### src/core/sfr_map_pkg.sv
package sfr_map_pkg;

    ////////////////////////////////////////////////////////////////////////////
    // Offsets of the registers this bank acts on
    localparam logic [7:0] OFF_PORT0 = 8'h80;
    localparam logic [7:0] OFF_STACK = 8'h81;
    localparam logic [7:0] OFF_PTR0_LOW = 8'h82;
    localparam logic [7:0] OFF_PTR0_HIGH = 8'h83;
    localparam logic [7:0] OFF_PTR1_LOW = 8'h84;
    localparam logic [7:0] OFF_PTR1_HIGH = 8'h85;
    localparam logic [7:0] OFF_PTR_SELECT = 8'h86;
    localparam logic [7:0] OFF_TIMER0_LOW = 8'h8a;
    localparam logic [7:0] OFF_TIMER1_LOW = 8'h8b;
    localparam logic [7:0] OFF_TIMER0_HIGH = 8'h8c;
    localparam logic [7:0] OFF_TIMER1_HIGH = 8'h8d;
    localparam logic [7:0] OFF_PORT1 = 8'h90;
    localparam logic [7:0] OFF_UART0_CONTROL = 8'h98;
    localparam logic [7:0] OFF_UART0_BUFFER = 8'h99;
    localparam logic [7:0] OFF_PORT2 = 8'ha0;
    localparam logic [7:0] OFF_PORT3 = 8'hb0;
    localparam logic [7:0] OFF_UART1_CONTROL = 8'hc0;
    localparam logic [7:0] OFF_UART1_BUFFER = 8'hc1;
    localparam logic [7:0] OFF_STATUS = 8'hc5;
    localparam logic [7:0] OFF_TIMER2_LOW = 8'hcc;
    localparam logic [7:0] OFF_TIMER2_HIGH = 8'hcd;

    ////////////////////////////////////////////////////////////////////////////
    // Pointer-select fields and write masks
    localparam int SEL_BIT = 0;
    localparam int STEP_EN_BIT = 4;
    localparam int TOGGLE_BIT = 5;
    localparam int DIR0_BIT = 6;
    localparam int DIR1_BIT = 7;
    localparam logic [7:0] PTR_SELECT_WMASK = 8'hf1;
    localparam logic [7:0] FULL_WMASK = 8'hff;
    localparam logic [7:0] NO_WMASK = 8'h00;

    ////////////////////////////////////////////////////////////////////////////
    function automatic logic [6:0] sfr_index(input logic [7:0] a);
        sfr_index = a[6:0];
    endfunction : sfr_index

    // Locations that exist; all others read zero and drop writes
    function automatic logic sfr_present(input logic [7:0] a);
        case (a)
            8'h80, 8'h81, 8'h82, 8'h83, 8'h84, 8'h85, 8'h86, 8'h87, 8'h88, 8'h89, 8'h8a, 8'h8b,
            8'h8c, 8'h8d, 8'h8e, 8'h90, 8'h91, 8'h96, 8'h98, 8'h99, 8'h9d, 8'ha0, 8'ha8, 8'ha9,
            8'haa, 8'hb0, 8'hb1, 8'hb8, 8'hb9, 8'hba, 8'hc0, 8'hc1, 8'hc2, 8'hc4, 8'hc5, 8'hc7,
            8'hc8, 8'hc9, 8'hca, 8'hcb, 8'hcc, 8'hcd, 8'hd0, 8'hd5, 8'hd6, 8'hd8, 8'he0, 8'he8:
                sfr_present = 1'b1;
            default:
                sfr_present = 1'b0;
        endcase
    endfunction : sfr_present

    // Values after reset; the status the hardware decides elsewhere starts at 8'h10, unlisted locations at zero
    function automatic logic [7:0] sfr_reset(input logic [7:0] a);
        case (a)
            8'h80, 8'h90, 8'ha0, 8'hb0, 8'hc7: sfr_reset = 8'hff;
            8'h81: sfr_reset = 8'h07;
            8'h86: sfr_reset = 8'h04;
            8'h8e: sfr_reset = 8'h01;
            8'h96: sfr_reset = 8'hc7;
            8'h9d: sfr_reset = 8'h1f;
            8'hb1, 8'hb8, 8'hc4: sfr_reset = 8'h80;
            8'hc2: sfr_reset = 8'hf5;
            8'hc5: sfr_reset = 8'h10;
            8'hc9: sfr_reset = 8'hfc;
            8'hd5: sfr_reset = 8'hb0;
            8'he8: sfr_reset = 8'he0;
            default: sfr_reset = 8'h00;
        endcase
    endfunction : sfr_reset

    function automatic logic [7:0] sfr_wmask(input logic [7:0] a);
        case (a)
            OFF_PTR_SELECT: sfr_wmask = PTR_SELECT_WMASK;
            OFF_STATUS: sfr_wmask = NO_WMASK;
            default: sfr_wmask = FULL_WMASK;
        endcase
    endfunction : sfr_wmask

endpackage : sfr_map_pkg

### src/core/sfr_bank.sv
`timescale 1ns/100ps
module sfr_bank
(
    // Clock and reset
    input wire logic mclk,
    input wire logic rst_n,
    // Core register access
    input wire logic [7:0] sfr_addr,
    input wire logic sfr_direct,
    input wire logic sfr_rd,
    input wire logic sfr_wr,
    input wire logic [7:0] sfr_wdata,
    input wire logic sfr_bit_op,
    input wire logic [2:0] sfr_bit_sel,
    output logic [7:0] sfr_rdata,
    output logic sfr_rack,
    // Data pointer use by the core
    input wire logic first_address_pointer_step,
    output logic [15:0] first_address_pointer_active,
    output logic first_address_pointer_sel,
    // Port latches and stack pointer
    output logic [7:0] port0_out,
    output logic [7:0] port1_out,
    output logic [7:0] port2_out,
    output logic [7:0] port3_out,
    output logic [7:0] stack_top,
    // Timer images
    output logic [15:0] timer0_value,
    output logic [15:0] timer1_value,
    output logic [15:0] timer2_value,
    // UARTs
    input wire logic [7:0] uart0_rx_data,
    input wire logic [7:0] uart1_rx_data,
    output logic [7:0] uart0_ctrl,
    output logic [7:0] uart1_ctrl,
    output logic [7:0] uart0_tx_data,
    output logic [7:0] uart1_tx_data,
    output logic uart0_tx_strobe,
    output logic uart1_tx_strobe,
    // Processor status
    input wire logic [7:0] status_in
);

    ////////////////////////////////////////////////////////////////////////////
    typedef struct packed {
        logic [127:0][7:0] sfr;
        logic [15:0] active;
        logic [7:0] rdata;
        logic rack;
        logic tx0;
        logic tx1;
    } bank_state_t;

    function automatic bank_state_t build_reset();
        bank_state_t s;
        s = '0;
        for (int i = 0; i < 128; i++)
        begin
            s.sfr[i] = sfr_map_pkg::sfr_reset({1'b1, 7'(i)});
        end
        s.active = {s.sfr[sfr_map_pkg::sfr_index(sfr_map_pkg::OFF_PTR0_HIGH)],
                    s.sfr[sfr_map_pkg::sfr_index(sfr_map_pkg::OFF_PTR0_LOW)]};
        return s;
    endfunction : build_reset

    localparam bank_state_t STATE_RESET = build_reset();
    localparam logic [6:0] I_SEL = sfr_map_pkg::sfr_index(sfr_map_pkg::OFF_PTR_SELECT);
    localparam logic [6:0] I_P0L = sfr_map_pkg::sfr_index(sfr_map_pkg::OFF_PTR0_LOW);
    localparam logic [6:0] I_P0H = sfr_map_pkg::sfr_index(sfr_map_pkg::OFF_PTR0_HIGH);
    localparam logic [6:0] I_P1L = sfr_map_pkg::sfr_index(sfr_map_pkg::OFF_PTR1_LOW);
    localparam logic [6:0] I_P1H = sfr_map_pkg::sfr_index(sfr_map_pkg::OFF_PTR1_HIGH);
    localparam logic [6:0] I_STATUS = sfr_map_pkg::sfr_index(sfr_map_pkg::OFF_STATUS);

    bank_state_t state_reg;
    bank_state_t state_next;

    ////////////////////////////////////////////////////////////////////////////
    // Access decode
    logic acc_ok;
    logic bit_ok;
    logic [6:0] acc_idx;
    assign acc_idx = sfr_map_pkg::sfr_index(sfr_addr);
    // Indirect accesses go to upper scratchpad, never here
    assign acc_ok = sfr_direct && sfr_addr[7] && sfr_map_pkg::sfr_present(sfr_addr);
    // Bit access only at addresses ending in 0 or 8
    assign bit_ok = (sfr_addr[2:0] == 3'h0);

    ////////////////////////////////////////////////////////////////////////////
    always_comb
    begin
        logic sel;
        logic [15:0] ptr;
        logic [7:0] base;
        logic [7:0] newv;
        logic [7:0] mask;
        logic [7:0] rbyte;
        sel = 1'b0;
        ptr = 16'h0000;
        base = 8'h00;
        newv = 8'h00;
        mask = 8'h00;
        rbyte = 8'h00;
        state_next = state_reg;
        state_next.rack = 1'b0;
        state_next.tx0 = 1'b0;
        state_next.tx1 = 1'b0;
        state_next.sfr[I_STATUS] = status_in;
        // Pointer step after an instruction that used the pointer
        if (first_address_pointer_step)
        begin
            sel = state_reg.sfr[I_SEL][sfr_map_pkg::SEL_BIT];
            ptr = state_reg.active;
            if (state_reg.sfr[I_SEL][sfr_map_pkg::STEP_EN_BIT])
            begin
                if (state_reg.sfr[I_SEL][sel ? sfr_map_pkg::DIR1_BIT : sfr_map_pkg::DIR0_BIT])
                    ptr = ptr - 16'h0001;
                else
                    ptr = ptr + 16'h0001;
                if (sel)
                begin
                    state_next.sfr[I_P1L] = ptr[7:0];
                    state_next.sfr[I_P1H] = ptr[15:8];
                end
                else
                begin
                    state_next.sfr[I_P0L] = ptr[7:0];
                    state_next.sfr[I_P0H] = ptr[15:8];
                end
            end
            if (state_reg.sfr[I_SEL][sfr_map_pkg::TOGGLE_BIT])
                state_next.sfr[I_SEL][sfr_map_pkg::SEL_BIT] = ~sel;
        end
        // Software write lands last, so a colliding step loses to it
        if (sfr_wr && acc_ok && (!sfr_bit_op || bit_ok))
        begin
            base = state_next.sfr[acc_idx];
            newv = sfr_wdata;
            if (sfr_bit_op)
            begin
                newv = base;
                newv[sfr_bit_sel] = sfr_wdata[0];
            end
            mask = sfr_map_pkg::sfr_wmask(sfr_addr);
            // Latches, stack, timer bytes, UART controls hold what was written; pointer select takes only its masked bits
            state_next.sfr[acc_idx] = (base & ~mask) | (newv & mask);
            state_next.tx0 = (sfr_addr == sfr_map_pkg::OFF_UART0_BUFFER);
            state_next.tx1 = (sfr_addr == sfr_map_pkg::OFF_UART1_BUFFER);
        end
        // Reads answer one cycle later; unmapped or indirect read as zero
        if (sfr_rd)
        begin
            state_next.rack = 1'b1;
            if (acc_ok)
            begin
                if (sfr_addr == sfr_map_pkg::OFF_UART0_BUFFER)
                    rbyte = uart0_rx_data;
                else if (sfr_addr == sfr_map_pkg::OFF_UART1_BUFFER)
                    rbyte = uart1_rx_data;
                else
                    rbyte = state_reg.sfr[acc_idx];
            end
            if (!sfr_bit_op)
                state_next.rdata = rbyte;
            else if (bit_ok)
                state_next.rdata = {7'h00, rbyte[sfr_bit_sel]};
            else
                state_next.rdata = 8'h00;
        end
        // Active pointer drives the external-data address
        if (state_next.sfr[I_SEL][sfr_map_pkg::SEL_BIT])
            state_next.active = {state_next.sfr[I_P1H], state_next.sfr[I_P1L]};
        else
            state_next.active = {state_next.sfr[I_P0H], state_next.sfr[I_P0L]};
    end

    always_ff @(posedge mclk or negedge rst_n)
    begin
        if (!rst_n)
            state_reg <= STATE_RESET;
        else
            state_reg <= state_next;
    end

    ////////////////////////////////////////////////////////////////////////////
    // Outputs, all taken from the state register
    assign sfr_rdata = state_reg.rdata;
    assign sfr_rack = state_reg.rack;
    assign first_address_pointer_active = state_reg.active;
    assign first_address_pointer_sel = state_reg.sfr[I_SEL][sfr_map_pkg::SEL_BIT];
    assign port0_out = state_reg.sfr[sfr_map_pkg::sfr_index(sfr_map_pkg::OFF_PORT0)];
    assign port1_out = state_reg.sfr[sfr_map_pkg::sfr_index(sfr_map_pkg::OFF_PORT1)];
    assign port2_out = state_reg.sfr[sfr_map_pkg::sfr_index(sfr_map_pkg::OFF_PORT2)];
    assign port3_out = state_reg.sfr[sfr_map_pkg::sfr_index(sfr_map_pkg::OFF_PORT3)];
    assign stack_top = state_reg.sfr[sfr_map_pkg::sfr_index(sfr_map_pkg::OFF_STACK)];
    assign timer0_value = {state_reg.sfr[sfr_map_pkg::sfr_index(sfr_map_pkg::OFF_TIMER0_HIGH)],
                           state_reg.sfr[sfr_map_pkg::sfr_index(sfr_map_pkg::OFF_TIMER0_LOW)]};
    assign timer1_value = {state_reg.sfr[sfr_map_pkg::sfr_index(sfr_map_pkg::OFF_TIMER1_HIGH)],
                           state_reg.sfr[sfr_map_pkg::sfr_index(sfr_map_pkg::OFF_TIMER1_LOW)]};
    assign timer2_value = {state_reg.sfr[sfr_map_pkg::sfr_index(sfr_map_pkg::OFF_TIMER2_HIGH)],
                           state_reg.sfr[sfr_map_pkg::sfr_index(sfr_map_pkg::OFF_TIMER2_LOW)]};
    assign uart0_ctrl = state_reg.sfr[sfr_map_pkg::sfr_index(sfr_map_pkg::OFF_UART0_CONTROL)];
    assign uart1_ctrl = state_reg.sfr[sfr_map_pkg::sfr_index(sfr_map_pkg::OFF_UART1_CONTROL)];
    assign uart0_tx_data = state_reg.sfr[sfr_map_pkg::sfr_index(sfr_map_pkg::OFF_UART0_BUFFER)];
    assign uart1_tx_data = state_reg.sfr[sfr_map_pkg::sfr_index(sfr_map_pkg::OFF_UART1_BUFFER)];
    assign uart0_tx_strobe = state_reg.tx0;
    assign uart1_tx_strobe = state_reg.tx1;

    ////////////////////////////////////////////////////////////////////////////
    // Checks
    logic wr_any_ptr;
    logic wr_sel;
    assign wr_sel = sfr_wr && sfr_direct && (sfr_addr == sfr_map_pkg::OFF_PTR_SELECT);
    assign wr_any_ptr = sfr_wr && sfr_direct && (sfr_addr[7:3] == 5'h10) && (sfr_addr[2:0] >= 3'h2);

    a_active_follows_sel: assert property (@(posedge mclk) disable iff (!rst_n)
        first_address_pointer_active == (first_address_pointer_sel ? {state_reg.sfr[I_P1H], state_reg.sfr[I_P1L]}
                                 : {state_reg.sfr[I_P0H], state_reg.sfr[I_P0L]}))
        else $error("active pointer does not match selection");

    a_sel_auto_toggle: assert property (@(posedge mclk) disable iff (!rst_n)
        (first_address_pointer_step && state_reg.sfr[I_SEL][sfr_map_pkg::TOGGLE_BIT] && !wr_sel) |=> (first_address_pointer_sel != $past(first_address_pointer_sel)))
        else $error("selection did not toggle after pointer use");

    a_sel_no_toggle: assert property (@(posedge mclk) disable iff (!rst_n)
        (!first_address_pointer_step && !wr_sel) |=> $stable(first_address_pointer_sel))
        else $error("selection changed without cause");

    a_ptr_increment: assert property (@(posedge mclk) disable iff (!rst_n)
        (first_address_pointer_step && state_reg.sfr[I_SEL][sfr_map_pkg::STEP_EN_BIT] && !wr_any_ptr && !wr_sel
         && !state_reg.sfr[I_SEL][sfr_map_pkg::TOGGLE_BIT]
         && !state_reg.sfr[I_SEL][first_address_pointer_sel ? sfr_map_pkg::DIR1_BIT : sfr_map_pkg::DIR0_BIT])
        |=> (first_address_pointer_active == $past(first_address_pointer_active) + 16'h0001))
        else $error("active pointer did not increment");

    a_ptr_decrement: assert property (@(posedge mclk) disable iff (!rst_n)
        (first_address_pointer_step && state_reg.sfr[I_SEL][sfr_map_pkg::STEP_EN_BIT] && !wr_any_ptr && !wr_sel
         && !state_reg.sfr[I_SEL][sfr_map_pkg::TOGGLE_BIT]
         && state_reg.sfr[I_SEL][first_address_pointer_sel ? sfr_map_pkg::DIR1_BIT : sfr_map_pkg::DIR0_BIT])
        |=> (first_address_pointer_active == $past(first_address_pointer_active) - 16'h0001))
        else $error("active pointer did not decrement");

    a_stack_write: assert property (@(posedge mclk) disable iff (!rst_n)
        (sfr_wr && sfr_direct && !sfr_bit_op && sfr_addr == sfr_map_pkg::OFF_STACK)
        |=> (stack_top == $past(sfr_wdata)) ##1 ((stack_top == $past(sfr_wdata, 2)) || $past(sfr_wr)))
        else $error("stack pointer lost written value");

    a_port_latch: assert property (@(posedge mclk) disable iff (!rst_n)
        (sfr_wr && sfr_direct && !sfr_bit_op && sfr_addr == sfr_map_pkg::OFF_PORT1) |=> (port1_out == $past(sfr_wdata)))
        else $error("port latch did not take written value");

    a_timer_high: assert property (@(posedge mclk) disable iff (!rst_n)
        (sfr_wr && sfr_direct && !sfr_bit_op && sfr_addr == sfr_map_pkg::OFF_TIMER0_HIGH)
        |=> (timer0_value[15:8] == $past(sfr_wdata)) && $stable(timer0_value[7:0]))
        else $error("timer high byte write went astray");

    a_uart_send: assert property (@(posedge mclk) disable iff (!rst_n)
        (sfr_wr && sfr_direct && !sfr_bit_op && sfr_addr == sfr_map_pkg::OFF_UART0_BUFFER)
        |=> uart0_tx_strobe && (uart0_tx_data == $past(sfr_wdata)) ##1 !uart0_tx_strobe || $past(sfr_wr))
        else $error("uart send strobe wrong");

    a_uart_receive: assert property (@(posedge mclk) disable iff (!rst_n)
        (sfr_rd && sfr_direct && !sfr_bit_op && sfr_addr == sfr_map_pkg::OFF_UART1_BUFFER)
        |=> sfr_rack && (sfr_rdata == $past(uart1_rx_data)))
        else $error("uart buffer read did not return received data");

    a_uart_control: assert property (@(posedge mclk) disable iff (!rst_n)
        (sfr_wr && sfr_direct && !sfr_bit_op && sfr_addr == sfr_map_pkg::OFF_UART1_CONTROL)
        |=> (uart1_ctrl == $past(sfr_wdata)))
        else $error("uart control write lost");

    a_indirect_ignored: assert property (@(posedge mclk) disable iff (!rst_n)
        (sfr_wr && !sfr_direct) |=> $stable(port0_out) && $stable(stack_top) && $stable(uart0_ctrl))
        else $error("indirect access changed a register");

    a_bit_refused: assert property (@(posedge mclk) disable iff (!rst_n)
        (sfr_wr && sfr_bit_op && sfr_addr == sfr_map_pkg::OFF_STACK) |=> $stable(stack_top))
        else $error("bit write reached a register not bit addressable");

    c_toggle: cover property (@(posedge mclk) disable iff (!rst_n)
        first_address_pointer_step && state_reg.sfr[I_SEL][sfr_map_pkg::TOGGLE_BIT] ##1 first_address_pointer_step);
    c_step: cover property (@(posedge mclk) disable iff (!rst_n)
        first_address_pointer_step && state_reg.sfr[I_SEL][sfr_map_pkg::STEP_EN_BIT]);
    c_bit_write: cover property (@(posedge mclk) disable iff (!rst_n)
        sfr_wr && sfr_bit_op && bit_ok && acc_ok);
    c_uart_tx: cover property (@(posedge mclk) disable iff (!rst_n) uart0_tx_strobe ##1 uart1_tx_strobe);

endmodule : sfr_bank

### config.mk
export PLATFORM = sky130hd
export DESIGN_NAME = sfr_bank
export DESIGN_NICKNAME = d
export VERILOG_FILES = /design/src/core/sfr_map_pkg.sv /design/src/core/sfr_bank.sv
export SDC_FILE = /design/constraint.sdc
export NUM_CORES = 2
export LEC_CHECK = 0
export BUFFER_PORTS_ARGS = -buffer_cell sky130_fd_sc_hd__buf_2
export CORE_MARGIN = 1.5
export CORE_UTILIZATION = 40
export CTS_CLUSTER_DIAMETER = 100
export DETAILED_ROUTE_END_ITERATION = 10
export HOLD_SLACK_MARGIN = 0.06
export SYNTH_ARGS = -nofsm -noshare
export SYNTH_HDL_FRONTEND = slang
export SYNTH_SLANG_ARGS = --single-unit
export TNS_END_PERCENT = 30
### constraint.sdc
create_clock -name mclk -period 10.4 [get_ports mclk]
set_input_delay 2.08 -clock mclk [delete_from_list [all_inputs] [get_ports mclk]]
set_output_delay 2.08 -clock mclk [all_outputs]
set_load 0.02 [all_outputs]
-- After elaboration in Yosys (flattened, before gate mapping)
Index checks and enable logic that the tools add are counted.
- flip-flop bits (word level): 1051
- output and inout port bits: 148
- word-level logic and storage cells: 241
- $add $sub $neg: 2
- magnitude comparators: 5
- equal/unequal tests: 48
- muxes and demuxes: 37
- bitwise operators: 5
- reductions and logical operators: 10
- operators with widths (operator ; count):
    1024-bit bitwise mux ; 1
    560-bit two-way mux ; 1
    8-bit == test (second input constant) ; 48
    8-bit binary-select mux with 7-bit select ; 2
    8-bit two-way mux ; 11
    16-bit two-way mux ; 4
    8-bit demux with 7-bit select ; 1
    48-bit OR reduction ; 1
    33-bit two-way mux ; 1
    32-bit two-way mux ; 1
    16-bit by 1-bit adder with 16-bit output (second input constant) ; 1
    8-bit bitwise AND ; 2
    8-bit one-hot mux with 2 select lines ; 1
    16-bit by 1-bit subtractor with 16-bit output (second input constant) ; 1
    1-bit two-way mux ; 9
    8-bit bitwise mux ; 1
    3-bit by 4-bit less-than comparator with 1-bit output (second input constant) ; 2
    7-bit by 8-bit less-than comparator with 1-bit output (second input constant) ; 1
    8-bit NOT ; 1
    8-bit bitwise OR ; 1
    7-bit by 1-bit >= comparator with 1-bit output (second input constant) ; 1
    1-bit binary-select mux with 3-bit select ; 2
    1-bit logical AND ; 6
    1-bit demux with 3-bit select ; 1
    other kinds (6) ; 6

-- Depth between registers and ports, before layout
- depth after elaboration: 18
- depth in mapped cells: 18

-- Worst setup path after synthesis
Ideal clock, no wire load.
- kind: input-to-reg
- start: input port sfr_addr[1]
- end: register state_reg[479] in the netlist's numbering
- library setup time: 125 ps
- data arrival time: 4857 ps
- data required time: 10275 ps
- setup slack: 5418 ps
- stages on the path: 14
- cell sequence: buf_4 > buf_6 > buf_6 > buf_6 > buf_2 > buf_2 > mux4_2 > a22oi_1 > nand3_1 > a2111oi_1 > o21ai_1 > a221o_1 > buf_6 > mux2_2
- cells in the longest elaborated chain, start to end: 8
- elaborated cells between the ends (all ways): 72
- classes of those cells: order compare (2); eq/ne (48); mux (11); bitwise (4); reduce/logical (7)
- RTL lines (item ; line ; RTL):
    start: declaration ; sfr_bank.sv:8 ; input wire logic [7:0] sfr_addr,
    8-bit binary-select mux with 7-bit select ; sfr_bank.sv:136 ; base = state_next.sfr[acc_idx];
    8-bit two-way mux (not written as such) ; sfr_bank.sv:136 ;
    8-bit bitwise mux ; sfr_bank.sv:141 ; newv[sfr_bit_sel] = sfr_wdata[0];
    8-bit two-way mux ; sfr_bank.sv:138 ; if (sfr_bit_op)
    8-bit two-way mux ; sfr_bank.sv:134 ; if (sfr_wr && acc_ok && (!sfr_bit_op || bit_ok))
    8-bit bitwise AND ; sfr_bank.sv:145 ; state_next.sfr[acc_idx] = (base & ~mask) | (newv & mask);
    8-bit bitwise OR ; sfr_bank.sv:145 ;
    1024-bit bitwise mux ; sfr_bank.sv:145 ;
    end signal: assignment ; sfr_bank.sv:181 ; state_reg <= state_next;
    end: declaration ; sfr_bank.sv:74 ; bank_state_t state_reg;
Parallel ways exist; a longest one is shown, timed or not. The select of a mux whose other input is x is not followed.
A chain may end at the register's enable or synchronous reset.

==> flow_metrics.py <==
metrics = {
    "floorplan": {
        "rows": 125,
        "initial_utilization_pct": 40.2,
        "die_w_um": 344,
        "coreArea_sq_um": 116000,
        "die-area_sq_um": 119000,
        "die_h_um": 344,
        "io_pins": 198,
    },
    "worst_setup_path": {
        "r2r_end": "state_reg[96]",
        "worstSetupPathType": "input port to register",
        "setup.worst_path.end_class": "register",
        "cpPeakStageDelay_ps": 1020,
        "slowest_stage": "and3_2",
        "r2r_slack_ps": 4700,
        "startpoint_type": "input port",
        "cp_cell_sequence": "buf_8 -> buf_4 -> buf_4 -> mux4_2 -> a32o_1 -> a211oi_1 -> a22oi_1 -> a22oi_1 -> and3_2 -> mux2i_1 -> mux2_2",
        "rr_startpoint": "first_address_pointer_sel",
        "cp_data_arrival_time_ps": 6930,
        "required_ps": 10970,
        "path_max_fanout": 63,
        "cp_num_buf_inv": 3,
        "reg2regPathDepth": 12,
        "critPathTopFamily": "buffers and inverters",
    },
    "placement": {
        "placed_area_sq_um": 45300,
        "portBuffers": 197,
        "place.gp.congestion": 0.978,
        "post-place-cells": 4740,
        "dp_hpwl_mm": 93.8,
    },
    "power_and_ir_drop": {
        "combPwrFrac_pct": 6.0,
        "leakage_nw": 22.7,
        "ir_drop_uv": 137,
        "pwr_density_cell_nw_per_um2": 177,
        "p_clk_share_pct": 46.6,
        "p_int_w": 0.00664,
        "switching_share_pct": 23.7,
        "p_sw_w": 0.00206,
        "p_seq_share_pct": 47.4,
    },
    "clocking": {
        "numCtsBuffers": 104,
        "postCtsHoldBufs": 0,
        "clockBufferDepth": 3,
        "clock-root-buffer": "clkbuf_16",
        "clk_latency_ps": 690,
        "cts_max_level": 3,
        "postCtsResizedCells": 0,
        "clkTransAtPathRegs_ps": 60,
        "cts_tree": "built",
        "cts.sinks": 1051,
        "post_cts_buffers": 0,
    },
    "timing": {
        "relSlewSlack_pct": 17.7,
        "finalSetupTns_ps": 0,
        "layout_min_cycle_time_ps": 6360,
        "setup_violations": 0,
        "timing.fmax_mhz": 157,
        "hold_violations": 0,
        "grt_setup_unrepaired": "false",
        "worstMarginPinSlew_ps": 1230,
        "hold_slack_ps": 370,
        "worst_clock_skew_ps": 32.7,
        "slew_violations": 0,
        "finalCritPeriodShare_pct": 61.2,
    },
    "finish": {
        "drive_gt1_share_pct": 26.2,
        "final.fill_count": 10526,
        "fin_area_sq_um": 49000,
        "area_growth_pct": 5.14,
        "final_nets": 3387,
        "final_cell_mix": "974 x dfrtp_1, 371 x nand2_1, 282 x o21ai_0",
        "largest_register_ffs": 903,
        "final_util_pct": 42.3,
        "final_common_cell": "dfrtp_1",
        "final_cell_count_no_fill": 4938,
    },
    "drt": {
        "drt_iter0_markers": 3060,
        "first_pass_iters": 8,
        "wire_per_inst_um": 27.8,
        "ant_nets": 0,
        "via_count": 27822,
        "drcViolationCount": 0,
        "routed_wl_mm": 137,
        "vias_per_cell": 5.63,
    },
    "yosys": {
        "yosys_warnings": 0,
        "synth_ff_type": "dfrtp_1",
        "avgSynthCellArea_sq_um": 11.7,
        "synth_cells": 3980,
        "synth.yosys.seq_area_share_pct": 56.6,
        "synth_edf_count": 0,
        "synth.cell_area_sq_um": 46600,
        "synthDistinctLibCells": 97,
        "ys_ff_latch": 1051,
        "async_flop_share_pct": 100,
        "syn_nets": 4045,
    },
    "worst_hold_path": {
        "worstHoldStart": "state_reg[398]",
        "hp-class": "register to register",
        "holdPathEnd": "state_reg[398]",
        "holdPathStages": 0,
    },
    "global_routing": {
        "grtUsageTotal_pct": 23.2,
        "grt_pass1_wl_mm": 200,
        "overflow": 0,
        "antenna_found_initial": 10,
        "grt_max_degree": 169,
        "grt_pass1_vias": 27942,
    },
    "status": {
        "status": "finished, final reports clean",
    },
    "flow_run": {
        "cap_violations": 0,
    },
}
## through the flow
step / power, W / worst slack (ps)
after detailed placement: 0.00472 / 3440
after global routing: 0.00896 / 3880
after global placement: 0.00472 / 3480
after floorplan: 0.00447 / 5420
after CTS: 0.00876 / 4180
final: 0.00870 / 4040
## cell usage after synthesis (19+ instances only)
library cell / n / area, sq um
a211oi_1: 37 / 278
a21oi_1: 104 / 521
a221oi_1: 19 / 166
a22oi_1: 62 / 465
buf_2: 40 / 200
buf_4: 178 / 1340
buf_6: 26 / 293
clkbuf_1: 769 / 2890
dfrtp_1: 974 / 24400
dfstp_2: 77 / 2020
inv_1: 27 / 101
mux2_2: 121 / 1360
mux2i_1: 108 / 1080
mux4_2: 206 / 4640
nand2_1: 373 / 1400
nand2b_1: 35 / 219
nand3_1: 41 / 205
nor2_1: 103 / 387
nor3_1: 25 / 125
o21ai_0: 283 / 1420
o22ai_1: 19 / 119
## power by group through the flow
stage / Clock [W] / Combinational [W] / Sequential (W)
2_1_floorplan: 0 / 0.000282 / 0.00419
3_3_place_gp: 0 / 0.000520 / 0.00420
3_5_place_dp: 0 / 0.000521 / 0.00420
4_1_cts: 0.00411 / 0.000522 / 0.00412
5_1_grt: 0.00428 / 0.000557 / 0.00412
6_report: 0.00405 / 0.000523 / 0.00412
## how the worst max path moves through the flow
| stage | from | endpoint | slack, ps | depth (start not counted) |
|---|---|---|---|---|
| global placement | sfr_addr[0] | first_address_pointer_active[8] | 3480 | 11 |
| floorplan | sfr_addr[1] | state_reg[479] | 5420 | 14 |
| global route | sfr_addr[5] | state_reg[73] | 3880 | 13 |
| finish | sfr_addr[0] | first_address_pointer_active[0] | 4040 | 11 |
| detailed placement | sfr_addr[0] | first_address_pointer_active[8] | 3440 | 11 |
| CTS | sfr_addr[0] | first_address_pointer_active[8] | 4180 | 11 |
## cell families after synthesis
family / synth area share [%]
xor gates and xnor gates: 0.225
adders and majority gates: 0.419
and+or+nand+nor: 6.91
AOI/OAI and AO/OA: 9.69
muxes: 15.4
buffers and inverters: 10.7
DFF: 56.6
## cell type report
cell class	count	area [sq um]	share of cell area [%]
flip-flops and latches	1051	26400	53.8
diodes	3	7.51	0.0153
multi-input cells	1875	15300	31.3
repair buffers	262	1560	3.18
well taps	1524	1910	3.89
clock buffers	146	3050	6.23
inverters	28	105	0.214
clock inverters	49	652	1.33
## layer usage
| layer | routed length, um | GRT usage (%) |
|---|---|---|
| met1 | 58700 | 32.7 |
| met2 | 59600 | 33.9 |
| met3 | 13600 | 6.96 |
| met4 | 5280 | 8.60 |
| met5 | 37 | 0 |
No activity file was read; power rests on OpenSTA's default activity.
